File: src/timer2_pkg.sv
// constants shared by the clock-out timer and its register slave
package timer2_pkg;
  // register byte addresses
  localparam logic [7:0] CONTROL_ADDR = 8'hC8;
  localparam logic [7:0] MODE_ADDR = 8'hCC;
  localparam logic [7:0] COUNT_ADDR = 8'hD0;
  localparam logic [7:0] RELOAD_ADDR = 8'hD4;
  localparam logic [7:0] CONTROL_SET_ADDR = 8'hD8;
  localparam logic [7:0] CONTROL_CLR_ADDR = 8'hDC;
  // control register bit positions
  localparam int OVERFLOW_FLAG_BIT = 7;
  localparam int EXTERNAL_EVENT_FLAG_BIT = 6;
  localparam int RX_CLOCK_SELECT_BIT = 5;
  localparam int TX_CLOCK_SELECT_BIT = 4;
  localparam int EXTERNAL_TRIGGER_ENABLE_BIT = 3;
  localparam int RUN_CONTROL_BIT = 2;
  localparam int COUNTER_SELECT_BIT = 1;
  localparam int CAPTURE_RELOAD_SELECT_BIT = 0;
  // mode register bit positions
  localparam int CLOCK_OUTPUT_ENABLE_BIT = 1;
  localparam int UPDOWN_ENABLE_BIT = 0;
  // reset values
  localparam logic [7:0] CONTROL_RESET = 8'h00;
  localparam logic [1:0] MODE_RESET = 2'h0;
  localparam logic [15:0] COUNT_RESET = 16'h0000;
  localparam logic [15:0] RELOAD_RESET = 16'h0000;
  localparam logic [15:0] COUNT_TOP = 16'hFFFF;
  // timing: count advances once every this many peripheral clocks
  localparam int PRESCALE_DIV = 2;
  // axi responses
  localparam logic [1:0] RESP_OKAY = 2'h0;
  localparam logic [1:0] RESP_DECERR = 2'h3;
endpackage

File: src/timer2_clock_out.sv
// 16-bit reload timer with clock output, axi4-lite register slave
`timescale 1ns/1ps
`default_nettype none
// Function
// - clock output has equal high, low phases
// - clock-out mode counts at half peripheral clock
// - overflow copies reload pair into count, or clears it in capture mode without serial selects or clock-out
// - clock-out overflows raise no interrupt request
// - output frequency is clock over 4*(65536-reload)
// - clock drives the timer pin, port bit 0
// - baud and clock-out share one reload value
// - overflow flag set only without serial selects
// - trigger fall sets external flag when enabled
// - receive select picks timer1 or own overflow
// - counter select picks clock or pin falls
// - serial selects force auto-reload on overflow
// - reload mode: overflow and trigger fall reload
// - control register resets zero, bit addressable
// - output enable makes pin a clock output when counter select is clear
module timer2_clock_out
  import timer2_pkg::*;
(
  input wire logic aclk,
  input wire logic aresetn,
  input wire logic [7:0] s_axi_awaddr,
  input wire logic s_axi_awvalid,
  output logic s_axi_awready,
  input wire logic [31:0] s_axi_wdata,
  input wire logic [3:0] s_axi_wstrb,
  input wire logic s_axi_wvalid,
  output logic s_axi_wready,
  output logic [1:0] s_axi_bresp,
  output logic s_axi_bvalid,
  input wire logic s_axi_bready,
  input wire logic [7:0] s_axi_araddr,
  input wire logic s_axi_arvalid,
  output logic s_axi_arready,
  output logic [31:0] s_axi_rdata,
  output logic [1:0] s_axi_rresp,
  output logic s_axi_rvalid,
  input wire logic s_axi_rready,
  input wire logic timer_io_pin_in,
  output logic timer_io_pin_out,
  output logic timer_io_pin_oe,
  input wire logic trigger_pin,
  input wire logic timer1_overflow,
  output logic rx_baud_tick,
  output logic tx_baud_tick,
  output logic irq_request
);
  import timer2_pkg::*;

  logic [7:0] control_q;
  logic [1:0] mode_q;
  logic [15:0] count_q;
  logic [15:0] reload_q;
  logic half_tick_q;
  logic clk_out_q;
  logic [1:0] pin_level;
  logic [1:0] pin_fall;
  logic io_fall;
  logic trig_fall;

  pin_fall_sync #(.WIDTH(2)) u_sync (
    .aclk(aclk),
    .aresetn(aresetn),
    .pin_in({trigger_pin, timer_io_pin_in}),
    .level(pin_level),
    .fall(pin_fall)
  );
  assign io_fall = pin_fall[0];
  assign trig_fall = pin_fall[1];

  // control and mode fields
  logic ovf_flag;
  logic ext_flag;
  logic rx_sel;
  logic tx_sel;
  logic trig_en;
  logic run;
  logic cnt_sel;
  logic cap_sel;
  logic clk_out_en;
  logic updown_en;
  assign ovf_flag = control_q[OVERFLOW_FLAG_BIT];
  assign ext_flag = control_q[EXTERNAL_EVENT_FLAG_BIT];
  assign rx_sel = control_q[RX_CLOCK_SELECT_BIT];
  assign tx_sel = control_q[TX_CLOCK_SELECT_BIT];
  assign trig_en = control_q[EXTERNAL_TRIGGER_ENABLE_BIT];
  assign run = control_q[RUN_CONTROL_BIT];
  assign cnt_sel = control_q[COUNTER_SELECT_BIT];
  assign cap_sel = control_q[CAPTURE_RELOAD_SELECT_BIT];
  assign clk_out_en = mode_q[CLOCK_OUTPUT_ENABLE_BIT];
  assign updown_en = mode_q[UPDOWN_ENABLE_BIT];

  // ---------------- axi4-lite slave ----------------
  logic aw_held_q;
  logic w_held_q;
  logic [7:0] awaddr_q;
  logic [31:0] wdata_q;
  logic [3:0] wstrb_q;
  logic wr_fire;
  logic [7:0] wr_addr;
  logic [31:0] wr_data;
  logic [3:0] wr_strb;
  logic wr_known;

  assign s_axi_awready = !aw_held_q && !s_axi_bvalid;
  assign s_axi_wready = !w_held_q && !s_axi_bvalid;
  assign wr_addr = aw_held_q ? awaddr_q : s_axi_awaddr;
  assign wr_data = w_held_q ? wdata_q : s_axi_wdata;
  assign wr_strb = w_held_q ? wstrb_q : s_axi_wstrb;
  assign wr_fire = (aw_held_q || (s_axi_awvalid && s_axi_awready))
    && (w_held_q || (s_axi_wvalid && s_axi_wready));

  always_ff @(posedge aclk)
  begin
    if (!aresetn)
    begin
      aw_held_q <= 1'b0;
      w_held_q <= 1'b0;
      awaddr_q <= 8'h00;
      wdata_q <= 32'h00000000;
      wstrb_q <= 4'h0;
      s_axi_bvalid <= 1'b0;
      s_axi_bresp <= RESP_OKAY;
    end
    else
    begin
      if (s_axi_awvalid && s_axi_awready && !wr_fire)
      begin
        aw_held_q <= 1'b1;
        awaddr_q <= s_axi_awaddr;
      end
      if (s_axi_wvalid && s_axi_wready && !wr_fire)
      begin
        w_held_q <= 1'b1;
        wdata_q <= s_axi_wdata;
        wstrb_q <= s_axi_wstrb;
      end
      if (wr_fire)
      begin
        aw_held_q <= 1'b0;
        w_held_q <= 1'b0;
        s_axi_bvalid <= 1'b1;
        s_axi_bresp <= wr_known ? RESP_OKAY : RESP_DECERR;
      end
      else if (s_axi_bready)
      begin
        s_axi_bvalid <= 1'b0;
      end
    end
  end

  logic wr_control;
  logic wr_set;
  logic wr_clr;
  logic wr_mode;
  logic wr_count;
  logic wr_reload;
  assign wr_control = wr_fire && wr_addr == CONTROL_ADDR && wr_strb[0];
  assign wr_set = wr_fire && wr_addr == CONTROL_SET_ADDR && wr_strb[0];
  assign wr_clr = wr_fire && wr_addr == CONTROL_CLR_ADDR && wr_strb[0];
  assign wr_mode = wr_fire && wr_addr == MODE_ADDR && wr_strb[0];
  assign wr_count = wr_fire && wr_addr == COUNT_ADDR;
  assign wr_reload = wr_fire && wr_addr == RELOAD_ADDR;
  assign wr_known = wr_addr == CONTROL_ADDR || wr_addr == CONTROL_SET_ADDR
    || wr_addr == CONTROL_CLR_ADDR || wr_addr == MODE_ADDR
    || wr_addr == COUNT_ADDR || wr_addr == RELOAD_ADDR;

  assign s_axi_arready = !s_axi_rvalid;

  always_ff @(posedge aclk)
  begin
    if (!aresetn)
    begin
      s_axi_rvalid <= 1'b0;
      s_axi_rdata <= 32'h00000000;
      s_axi_rresp <= RESP_OKAY;
    end
    else if (s_axi_arvalid && s_axi_arready)
    begin
      s_axi_rvalid <= 1'b1;
      s_axi_rresp <= RESP_OKAY;
      unique case (s_axi_araddr)
        CONTROL_ADDR, CONTROL_SET_ADDR, CONTROL_CLR_ADDR:
          s_axi_rdata <= {24'h000000, control_q};
        MODE_ADDR: s_axi_rdata <= {30'h00000000, mode_q};
        COUNT_ADDR: s_axi_rdata <= {16'h0000, count_q};
        RELOAD_ADDR: s_axi_rdata <= {16'h0000, reload_q};
        default:
        begin
          s_axi_rdata <= 32'h00000000;
          s_axi_rresp <= RESP_DECERR;
        end
      endcase
    end
    else if (s_axi_rready)
    begin
      s_axi_rvalid <= 1'b0;
    end
  end

  // ---------------- timer core ----------------
  // divide-by-two enable; runs free so the rate is exact from the first tick
  always_ff @(posedge aclk)
  begin
    if (!aresetn)
      half_tick_q <= 1'b0;
    else
      half_tick_q <= !half_tick_q;
  end

  logic baud_mode;
  logic clkout_mode;
  logic inc_en;
  logic ovf_event;
  logic auto_reload;
  logic trig_event;
  assign baud_mode = rx_sel || tx_sel;
  assign clkout_mode = clk_out_en && !cnt_sel;
  // pin falls only count while the pin is an input
  assign inc_en = run && (cnt_sel ? (io_fall && !clk_out_en) : half_tick_q);
  assign ovf_event = inc_en && count_q == COUNT_TOP;
  assign auto_reload = !cap_sel || baud_mode || clkout_mode;
  assign trig_event = trig_en && trig_fall;

  always_ff @(posedge aclk)
  begin
    if (!aresetn)
      count_q <= COUNT_RESET;
    else if (wr_count)
    begin
      if (wr_strb[0])
        count_q[7:0] <= wr_data[7:0];
      if (wr_strb[1])
        count_q[15:8] <= wr_data[15:8];
    end
    else if (ovf_event)
      count_q <= auto_reload ? reload_q : COUNT_RESET;
    else if (trig_event && !cap_sel && !baud_mode)
      count_q <= reload_q;
    else if (inc_en)
      count_q <= count_q + 16'h0001;
  end

  // reload pair; capture copies the count when reload mode is off
  always_ff @(posedge aclk)
  begin
    if (!aresetn)
      reload_q <= RELOAD_RESET;
    else if (wr_reload)
    begin
      if (wr_strb[0])
        reload_q[7:0] <= wr_data[7:0];
      if (wr_strb[1])
        reload_q[15:8] <= wr_data[15:8];
    end
    else if (trig_event && cap_sel && !baud_mode)
      reload_q <= count_q;
  end

  always_ff @(posedge aclk)
  begin
    if (!aresetn)
      mode_q <= MODE_RESET;
    else if (wr_mode)
      mode_q <= wr_data[1:0];
  end

  // flags: hardware set beats a software clear in the same cycle
  logic [7:0] ctl_sw;
  logic ovf_set;
  always_comb
  begin
    ctl_sw = control_q;
    if (wr_control)
      ctl_sw = wr_data[7:0];
    if (wr_set)
      ctl_sw = control_q | wr_data[7:0];
    if (wr_clr)
      ctl_sw = control_q & ~wr_data[7:0];
  end
  assign ovf_set = ovf_event && !baud_mode && !clkout_mode;

  always_ff @(posedge aclk)
  begin
    if (!aresetn)
      control_q <= CONTROL_RESET;
    else
    begin
      control_q <= ctl_sw;
      if (ovf_set)
        control_q[OVERFLOW_FLAG_BIT] <= 1'b1;
      if (trig_event)
        control_q[EXTERNAL_EVENT_FLAG_BIT] <= 1'b1;
    end
  end

  // toggling per overflow halves the rate again: clk / (4 * (65536 - reload))
  always_ff @(posedge aclk)
  begin
    if (!aresetn)
      clk_out_q <= 1'b0;
    else if (clkout_mode && ovf_event)
      clk_out_q <= !clk_out_q;
  end

  assign timer_io_pin_out = clk_out_q;
  assign timer_io_pin_oe = clk_out_en;
  // own overflow also paces the serial port from the same reload value
  assign rx_baud_tick = rx_sel ? ovf_event : timer1_overflow;
  assign tx_baud_tick = tx_sel ? ovf_event : timer1_overflow;
  assign irq_request = ovf_flag || (ext_flag && !updown_en);

  // ---------------- assertions ----------------
  property p_half_rate;
    @(posedge aclk) disable iff (!aresetn)
      half_tick_q |=> !half_tick_q;
  endproperty
  a_half_rate: assert property (p_half_rate)
    else $error("count enable not at half rate");

  property p_clkout_step;
    @(posedge aclk) disable iff (!aresetn)
      clkout_mode && run && !half_tick_q && !wr_count && !trig_event |=> $stable(count_q);
  endproperty
  a_clkout_step: assert property (p_clkout_step)
    else $error("count moved off the half-rate tick");

  property p_reload;
    @(posedge aclk) disable iff (!aresetn)
      ovf_event && auto_reload && !wr_count && !wr_reload
        |=> count_q == $past(reload_q);
  endproperty
  a_reload: assert property (p_reload)
    else $error("overflow did not reload count");

  property p_no_flag_clkout;
    @(posedge aclk) disable iff (!aresetn)
      clkout_mode && ovf_event && !ovf_flag && !wr_control && !wr_set
        |=> !ovf_flag;
  endproperty
  a_no_flag_clkout: assert property (p_no_flag_clkout)
    else $error("clock-out overflow raised flag");

  property p_toggle;
    @(posedge aclk) disable iff (!aresetn)
      clkout_mode && ovf_event |=> timer_io_pin_out != $past(timer_io_pin_out);
  endproperty
  a_toggle: assert property (p_toggle)
    else $error("clock output did not toggle on overflow");

  property p_steady;
    @(posedge aclk) disable iff (!aresetn)
      !ovf_event |=> $stable(timer_io_pin_out);
  endproperty
  a_steady: assert property (p_steady)
    else $error("clock output changed without overflow");

  property p_ovf_flag;
    @(posedge aclk) disable iff (!aresetn)
      ovf_event && !baud_mode && !clkout_mode |=> ovf_flag;
  endproperty
  a_ovf_flag: assert property (p_ovf_flag)
    else $error("overflow flag not set");

  property p_ext_flag;
    @(posedge aclk) disable iff (!aresetn)
      trig_en && trig_fall |=> ext_flag;
  endproperty
  a_ext_flag: assert property (p_ext_flag)
    else $error("external flag not set on trigger fall");

  property p_rx_sel;
    @(posedge aclk) disable iff (!aresetn)
      rx_sel && ovf_event |-> rx_baud_tick;
  endproperty
  a_rx_sel: assert property (p_rx_sel)
    else $error("receive tick missed own overflow");

  property p_tx_sel;
    @(posedge aclk) disable iff (!aresetn)
      !tx_sel |-> tx_baud_tick == timer1_overflow;
  endproperty
  a_tx_sel: assert property (p_tx_sel)
    else $error("transmit tick not from timer1");

  property p_counter_pin;
    @(posedge aclk) disable iff (!aresetn)
      run && cnt_sel && !io_fall && !trig_event && !wr_count |=> $stable(count_q);
  endproperty
  a_counter_pin: assert property (p_counter_pin)
    else $error("counter moved without pin fall");

  property p_trig_reload;
    @(posedge aclk) disable iff (!aresetn)
      trig_event && !cap_sel && !baud_mode && !ovf_event && !wr_count
        |=> count_q == $past(reload_q);
  endproperty
  a_trig_reload: assert property (p_trig_reload)
    else $error("trigger fall did not reload");

  property p_run_hold;
    @(posedge aclk) disable iff (!aresetn)
      !run && !wr_count && !trig_event |=> $stable(count_q);
  endproperty
  a_run_hold: assert property (p_run_hold)
    else $error("count moved while stopped");

  property p_reset_zero;
    @(posedge aclk) $rose(aresetn) |-> control_q == CONTROL_RESET;
  endproperty
  a_reset_zero: assert property (p_reset_zero)
    else $error("control not zero after reset");

  property p_pin_oe;
    @(posedge aclk) disable iff (!aresetn)
      wr_mode ##1 1'b1 |-> timer_io_pin_oe == $past(wr_data[CLOCK_OUTPUT_ENABLE_BIT]);
  endproperty
  a_pin_oe: assert property (p_pin_oe)
    else $error("pin direction not from output enable");
endmodule // timer2_clock_out
`default_nettype wire

File: src/pin_fall_sync.sv
// two-flop pin synchroniser with falling-edge pulse
`timescale 1ns/1ps
`default_nettype none
module pin_fall_sync #(
  parameter int WIDTH = 2
) (
  input wire logic aclk,
  input wire logic aresetn,
  input wire logic [WIDTH-1:0] pin_in,
  output logic [WIDTH-1:0] level,
  output logic [WIDTH-1:0] fall
);
  logic [WIDTH-1:0] meta_q;
  logic [WIDTH-1:0] sync_q;
  logic [WIDTH-1:0] prev_q;

  genvar i;
  generate
    for (i = 0; i < WIDTH; i++)
    begin : g_bit
      always_ff @(posedge aclk)
      begin
        // reset high so a pin idling high gives no false edge
        if (!aresetn)
        begin
          meta_q[i] <= 1'b1;
          sync_q[i] <= 1'b1;
          prev_q[i] <= 1'b1;
        end
        else
        begin
          meta_q[i] <= pin_in[i];
          sync_q[i] <= meta_q[i];
          prev_q[i] <= sync_q[i];
        end
      end
      assign fall[i] = prev_q[i] & ~sync_q[i];
    end
  endgenerate

  assign level = sync_q;
endmodule // pin_fall_sync
`default_nettype wire

File: config.mk
export PLATFORM = sky130hd
export DESIGN_NAME = timer2_clock_out
export DESIGN_NICKNAME = d
export VERILOG_FILES = /design/src/timer2_pkg.sv /design/src/timer2_clock_out.sv /design/src/pin_fall_sync.sv
export SDC_FILE = /design/constraint.sdc
export NUM_CORES = 1
export LEC_CHECK = 0
export ABC_AREA = 1
export BUFFER_PORTS_ARGS = -buffer_cell sky130_fd_sc_hd__clkbuf_2
export CORE_UTILIZATION = 56
export DETAILED_ROUTE_END_ITERATION = 7
export PLACE_DENSITY = 0.8
export SETUP_SLACK_MARGIN = 0.4
export SLEW_MARGIN = 20
export SYNTH_ARGS = -nofsm -noshare
export SYNTH_HDL_FRONTEND = slang
export SYNTH_SLANG_ARGS = --single-unit
File: constraint.sdc
create_clock -name aclk -period 2 [get_ports aclk]
set_input_delay 0.3 -clock aclk [delete_from_list [all_inputs] [get_ports aclk]]
set_output_delay 0.3 -clock aclk [all_outputs]
set_load 0.01 [all_outputs]
==> impl_metrics.json, run 1 <==
{
  "synthTopCellsByCount": "nand2_1 (213), nor2_1 (132), dfxtp_1 (98)",
  "portBuffers": 73,
  "cp_max_fo": 7,
  "start_util_pct": 58.24,
  "hold_violations": 0,
  "grt.total_usage_pct": 36.47,
  "async_flop_share_pct": 0,
  "power_density_mw_per_mm2": 625.5,
  "grt_max_degree": 56,
  "grt_pass1_vias": 5710,
  "irDropWorstVdd_v": 0.0006076,
  "worst_pin_slew_ns": 0.6663,
  "cts_tree": "done",
  "drc": 22,
  "clk_latency_ns": 0.40,
  "syn_area_sq_mm": 0.005746,
  "grt_pass1_wl_um": 29150,
  "r2r_slack_ns": -0.15,
  "antenna_left": 0,
  "layout.cells.non_filler": 1179,
  "synth_edf_count": 0,
  "final-max-slew-violation-count": 0,
  "reg2reg_from": "aw_held_q",
  "yosys.area.top_type_share_pct": 34.15,
  "multi_input_area_sq_mm": 0.003945,
  "clk_transition_reported_paths_ns": 0.10,
  "die_h_um": 103.3,
  "dieArea_sq_mm": 0.01067,
  "cts.htree.levels": 3,
  "path_cells": "buf_8 > buf_4 > nor2_1 > a21oi_1 > nor2_2 > nand3_4 > nor2b_4 > buf_6 > nand2_4 > a21oi_2",
  "synth_mux_area_share_pct": 0.1742,
  "yosys.area_share.xor_xnor_pct": 0.3049,
  "worst_slack_ns": -0.1483,
  "synth.most_common_cell": "nand2_1",
  "ys.flop_type": "dfxtp_1",
  "synthTopCellsByArea": "dfxtp_1 (34%), nand2_1 (14%), nor2_1 (8.6%)",
  "syn_inst": 907,
  "dp_cells": 1117,
  "dr.pass1.iters": 8,
  "fill_cells": 661,
  "setup_violations": 11,
  "final_area_sq_mm": 0.007853,
  "fp.coreArea_sq_mm": 0.009864,
  "synthSimpleGateAreaFrac_pct": 37.41,
  "maxCapViolations": 0,
  "cts_inserted_buffers": 9,
  "p_leak_uw": 0.003337,
  "rows": 36,
  "r2r-end": "control_q[4]",
  "synth_cell_types": 41,
  "holdPathStages": 2,
  "hold_path.class": "input port to flop",
  "synth_compound_area_share_pct": 16.59,
  "num_vias": 7057,
  "synth_top_family_by_area": "simple AND/OR/NAND/NOR gates",
  "overflow": 0,
  "antenna_found_initial": 0,
  "syn2layout_area_growth_pct": 36.67,
  "outcome": "complete, but fails checks",
  "post_route_cells_drive_above_1_share_pct": 33.37,
  "skew_ns": 0.01959,
  "yosysWarnings": 0,
  "violations": "DRC, setup timing",
  "worstPathRequired_ns": 2.33,
  "crit_path_top_delay_cell": "dfxtp_4",
  "clock_path_buffers": 2,
  "cts.sinks": 98,
  "rr_worst_depth": 10,
  "hpwl_um": 11100,
  "rsz0062_at_grt": "true",
  "fmax_mhz": 465.5,
  "diodes": 0,
  "synth_fa_ha_area_share_pct": 0.2178,
  "hold_end": "u_sync.meta_q[0]",
  "die-width_um": 103.3,
  "ys_ff_latch": 98,
  "cts_hold_buffers": 0,
  "min_period_over_period_pct": 107.4,
  "period_minus_slack_ns": 2.148,
  "seq_area_sq_mm": 0.001978,
  "io_pins": 108,
  "yosys.area.top_type": "dfxtp_1",
  "cp_data_arrival_time_ns": 2.48,
  "drtIter0Drc": 959,
  "avgSynthCellArea_sq_um": 6.335,
  "worstHoldStart": "timer_io_pin_in",
  "finalWirelength_um": 21940,
  "start_kind": "flop",
  "gp_congestion": 0.9714,
  "final_nets": 1104,
  "maxSlewHeadroom_pct": 55.11,
  "end_kind": "flop",
  "yosysSeqAreaShare_pct": 34.15,
  "wire_per_inst_um": 18.61,
  "cts-root-buf": "clkbuf_8",
  "crit_path_max_incr_delay_ns": 0.40,
  "vias_per_cell": 5.986,
  "dpl_cell_area_sq_mm": 0.006434,
  "criticalPathCategory": "flop to flop"
}
## sequential cells by signal, indices dropped and copies added, names as in the netlist, 2 cells and up
name / cells
awaddr_q: 8
u_sync.meta_q: 2
count_q: 16
wstrb_q: 2
mode_q: 2
u_sync.level: 2
reload_q: 16
wdata_q: 16
u_sync.prev_q: 2
s_axi_rdata: 16
control_q: 8
## where the power goes
group	switching (uW)	internal (uW)
logic	843	503
clock network	722	681
registers	92.6	2070
total	1660	3250
## placed cells by master, fill, tap and decap left out, drive strengths merged
master    Yosys  layout
a21boi        1       1
a21oi        59      59
a31oi         1       1
buf          27      79
bufinv        0       1
clkbuf       22      86
clkinv        3       6
clkinvlp      0       3
conb          1      16
dfxtp        98      98
ha            1       1
inv          88      85
mux2i         1       1
nand2       223     227
nand3        69      69
nand4        11      11
nor2        157     157
nor2b         1       1
nor3          6       6
o211ai        3       3
o21a          1       1
o21ai       108     108
o22ai         7       7
o31ai         2       2
or2          15      15
xnor2         2       2
## area by class of cell
class | instances | share of cell area (%)
clock buffer | 14 | 2.199
clock inverter | 2 | 0.4461
inverter | 91 | 5.115
multi-input combinational | 688 | 50.24
sequential | 98 | 25.19
tap | 133 | 2.119
timing repair buffer | 151 | 14.52
timing repair inverter | 2 | 0.1753
## what timing repair did
action	in CTS	in global routing
pin swaps	41	36
buffers inserted	27	10
setup endpoints to repair	46	73
cloned	7	2
resized for setup	106	137
## critical path, delay by kind of cell, from the launching register on
| family | cells | cell delay [ns] |
|---|---|---|
| compound gates | 2 | 0.24 |
| buf+inv | 3 | 0.46 |
| flops | 1 | 0.40 |
| simple gates | 5 | 0.97 |
## stage by stage
| stage | setup slack, ns | hold WS, ns | total power [uW] | TNS, ns | util, % |
|---|---|---|---|---|---|
| floorplan | 0.3469 | 0.3917 | 2729 | 0 | - |
| global placement | 0.06005 | 0.3935 | 2906 | 0 | 65.22 |
| detailed placement | -0.003959 | 0.4003 | 2920 | -0.003959 | 65.22 |
| global route | -0.2254 | 0.1132 | 5066 | -1.989 | 79.60 |
| finish | -0.1483 | 0.1167 | 4912 | -0.9010 | 79.60 |
| CTS | 0.0009853 | 0.09883 | 4508 | 0 | 74.06 |
## per-layer routing
layer	up-vias	global-route usage, %	wire [um]
li1	3172	-	-
met1	3097	48.64	8038
met2	629	55.03	9459
met3	159	7.728	2890
met4	0	20.26	1553
met5	-	0	0
## cells by family (layout without fill, tap and decap cells)
logic type | count (synthesis) | after routing
other | 1 | 16
adder cells (fa/ha/maj) | 1 | 1
AND/OR/NAND/NOR | 482 | 486
buffers and inverters | 140 | 260
AO/OA/AOI/OAI | 182 | 182
flip-flops | 98 | 98
multiplexers | 1 | 1
XOR/XNOR | 2 | 2
## worst max path at each step
stage / from / end / slack [ns]
floorplan: count_q[1] / rx_baud_tick / 0.35
CTS: count_q[0] / tx_baud_tick / 0.001
global placement: aw_held_q / control_q[7] / 0.06
global route: aw_held_q / control_q[4] / -0.23
finish: aw_held_q / control_q[4] / -0.15
detailed placement: aw_held_q / control_q[6] / -0.004
Note: power is estimated with default switching activity, not from simulation.
==> inputs of run 2 (changes only) <==
Settings changed: PLACE_DENSITY 0.8 to 0.78.
==> impl_metrics.json, run 2 (same netlist as run 1, synthesis figures left out) <==
{
  "outcome": "complete, but fails checks",
  "violations": "DRC, setup timing",
  "diodes": 0,
  "seq_area_sq_mm": 0.001983,
  "crit_path_top_delay_cell": "dfxtp_4",
  "cts_hold_buffers": 0,
  "reg2reg_from": "aw_held_q",
  "top_usage_layer": "met2",
  "start_kind": "flop",
  "clk_latency_ns": 0.41,
  "holdPathStages": 2,
  "grt_pass1_wl_um": 28960,
  "hold_end": "s_axi_bvalid",
  "final_common_cell": "nand2_1",
  "fill_cells": 678,
  "grtUsageMet3_pct": 7.930,
  "cts.htree.levels": 3,
  "drtIter0Drc": 1085,
  "final-max-slew-violation-count": 0,
  "hold_path.class": "input port to flop",
  "skew_ns": 0.01515,
  "antenna_found_initial": 0,
  "multi_input_area_sq_mm": 0.003971,
  "dr.pass1.iters": 8,
  "cts-root-buf": "clkbuf_8",
  "rsz0062_at_grt": "true",
  "syn2layout_area_growth_pct": 36.54,
  "worst_slack_ns": -0.04368,
  "worstHoldStart": "s_axi_bready",
  "clock_path_buffers": 2,
  "cts_tree": "done",
  "start_util_pct": 58.24,
  "final_area_sq_mm": 0.007845,
  "clk_transition_reported_paths_ns": 0.09,
  "worstPathRequired_ns": 2.32,
  "fp.coreArea_sq_mm": 0.009864,
  "vias_per_cell": 5.977,
  "cts.sinks": 98,
  "final_util_pct": 79.53,
  "irDropWorstVdd_v": 0.0005072,
  "pre_cts_slack_ns": -0.01709,
  "io_pins": 108,
  "maxCapViolations": 0,
  "dpl_cell_area_sq_mm": 0.006456,
  "die_h_um": 103.3,
  "post_route_cells_drive_above_1_share_pct": 34.13,
  "overflow": 0,
  "min_period_over_period_pct": 102.2,
  "end_kind": "flop",
  "drc": 112,
  "rows": 36,
  "grt_util_met1_pct": 46.71,
  "portBuffers": 73,
  "final_cell_mix": "nand2_1 (186), nor2_1 (98), dfxtp_1 (91)",
  "cts_inserted_buffers": 9,
  "criticalPathCategory": "flop to flop",
  "worst_pin_slew_ns": 0.6367,
  "p_leak_uw": 0.003333,
  "setup_violations": 5,
  "grt_max_degree": 56,
  "maxSlewHeadroom_pct": 57.55,
  "rr_worst_depth": 12,
  "period_minus_slack_ns": 2.044,
  "r2r-end": "count_q[14]",
  "crit_path_max_incr_delay_ns": 0.40,
  "cp_data_arrival_time_ns": 2.36,
  "fmax_mhz": 489.3,
  "die-width_um": 103.3,
  "use_met2_pct": 55.59,
  "wire_per_inst_um": 18.24,
  "r2r_slack_ns": -0.04,
  "fin_tns_setup_ns": -0.1051,
  "path_cells": "buf_6 > nand3_2 > nand2_2 > nand3_4 > nor2_4 > buf_12 > buf_6 > buf_6 > nand3_4 > nand2_8 > nand2_2 > a21oi_2",
  "cp_max_fo": 8,
  "gp_congestion": 1.011,
  "hpwl_um": 11470,
  "power_density_mw_per_mm2": 585.7,
  "grt.total_usage_pct": 35.85,
  "finalWirelength_um": 21610,
  "grt_pass1_vias": 5908,
  "antenna_left": 0,
  "dieArea_sq_mm": 0.01067,
  "num_vias": 7083,
  "final_nets": 1110,
  "hold_violations": 0,
  "cp_common_cell": "buf_6"
}
run 2: metrics by stage:
stage / total power (uW) / instances / hold slack [ns]
finish: 4595 / 1185 / 0.1049
global route: 4754 / 1185 / 0.1072
CTS: 4285 / 1165 / 0.09370
detailed placement: 2939 / 1120 / 0.4024
global placement: 2918 / 1120 / 0.3933
floorplan: 2729 / 922 / 0.3917
run 2: worst max-delay path by stage:
stage                         endpoint       start  slack [ns]  depth (start not counted)
after CTS                 rx_baud_tick  count_q[0]        0.02                          8
final                      count_q[14]   aw_held_q       -0.04                         12
after floorplan           rx_baud_tick  count_q[1]        0.35                          7
after detailed placement  control_q[6]   aw_held_q       -0.02                         10
after global placement    control_q[7]   aw_held_q        0.03                         10
after global routing       count_q[13]   aw_held_q       -0.19                         12
run 2: critical path: cells and delay by family, from the launching register on:
family,cells,cell delay (ns)
compound gates,1,0.18
flops,1,0.40
buf+inv,4,0.47
simple gates,7,0.90
run 2: report_power, final:
group,internal [uW],switching (uW)
registers,2070,83.6
clock network,516,741
logic,427,756
total,3010,1580
run 2: repair_timing:
| item | in CTS | in global routing |
|---|---|---|
| setup endpoints to repair | 56 | 57 |
| resized for setup | 97 | 127 |
| pin swaps | 36 | 47 |
| buffers inserted | 23 | 19 |
| cloned | 6 | 1 |
run 2: cell type report:
type                            count  area share [%]
Clock buffer                       13           2.026
Multi-Input combinational cell    688           50.62
Tap cell                          133           2.121
Inverter                           91           4.944
Sequential cell                    98           25.28
Timing Repair inverter              1         0.09569
Timing Repair Buffer              158           14.72
Clock inverter                      3          0.1914
run 2: metal layers:
layer / vias to the layer above / wire length, um
met4: 0 / 1532
met5: - / 0
met1: 3109 / 8146
li1: 3178 / -
met3: 169 / 2580
met2: 627 / 9351
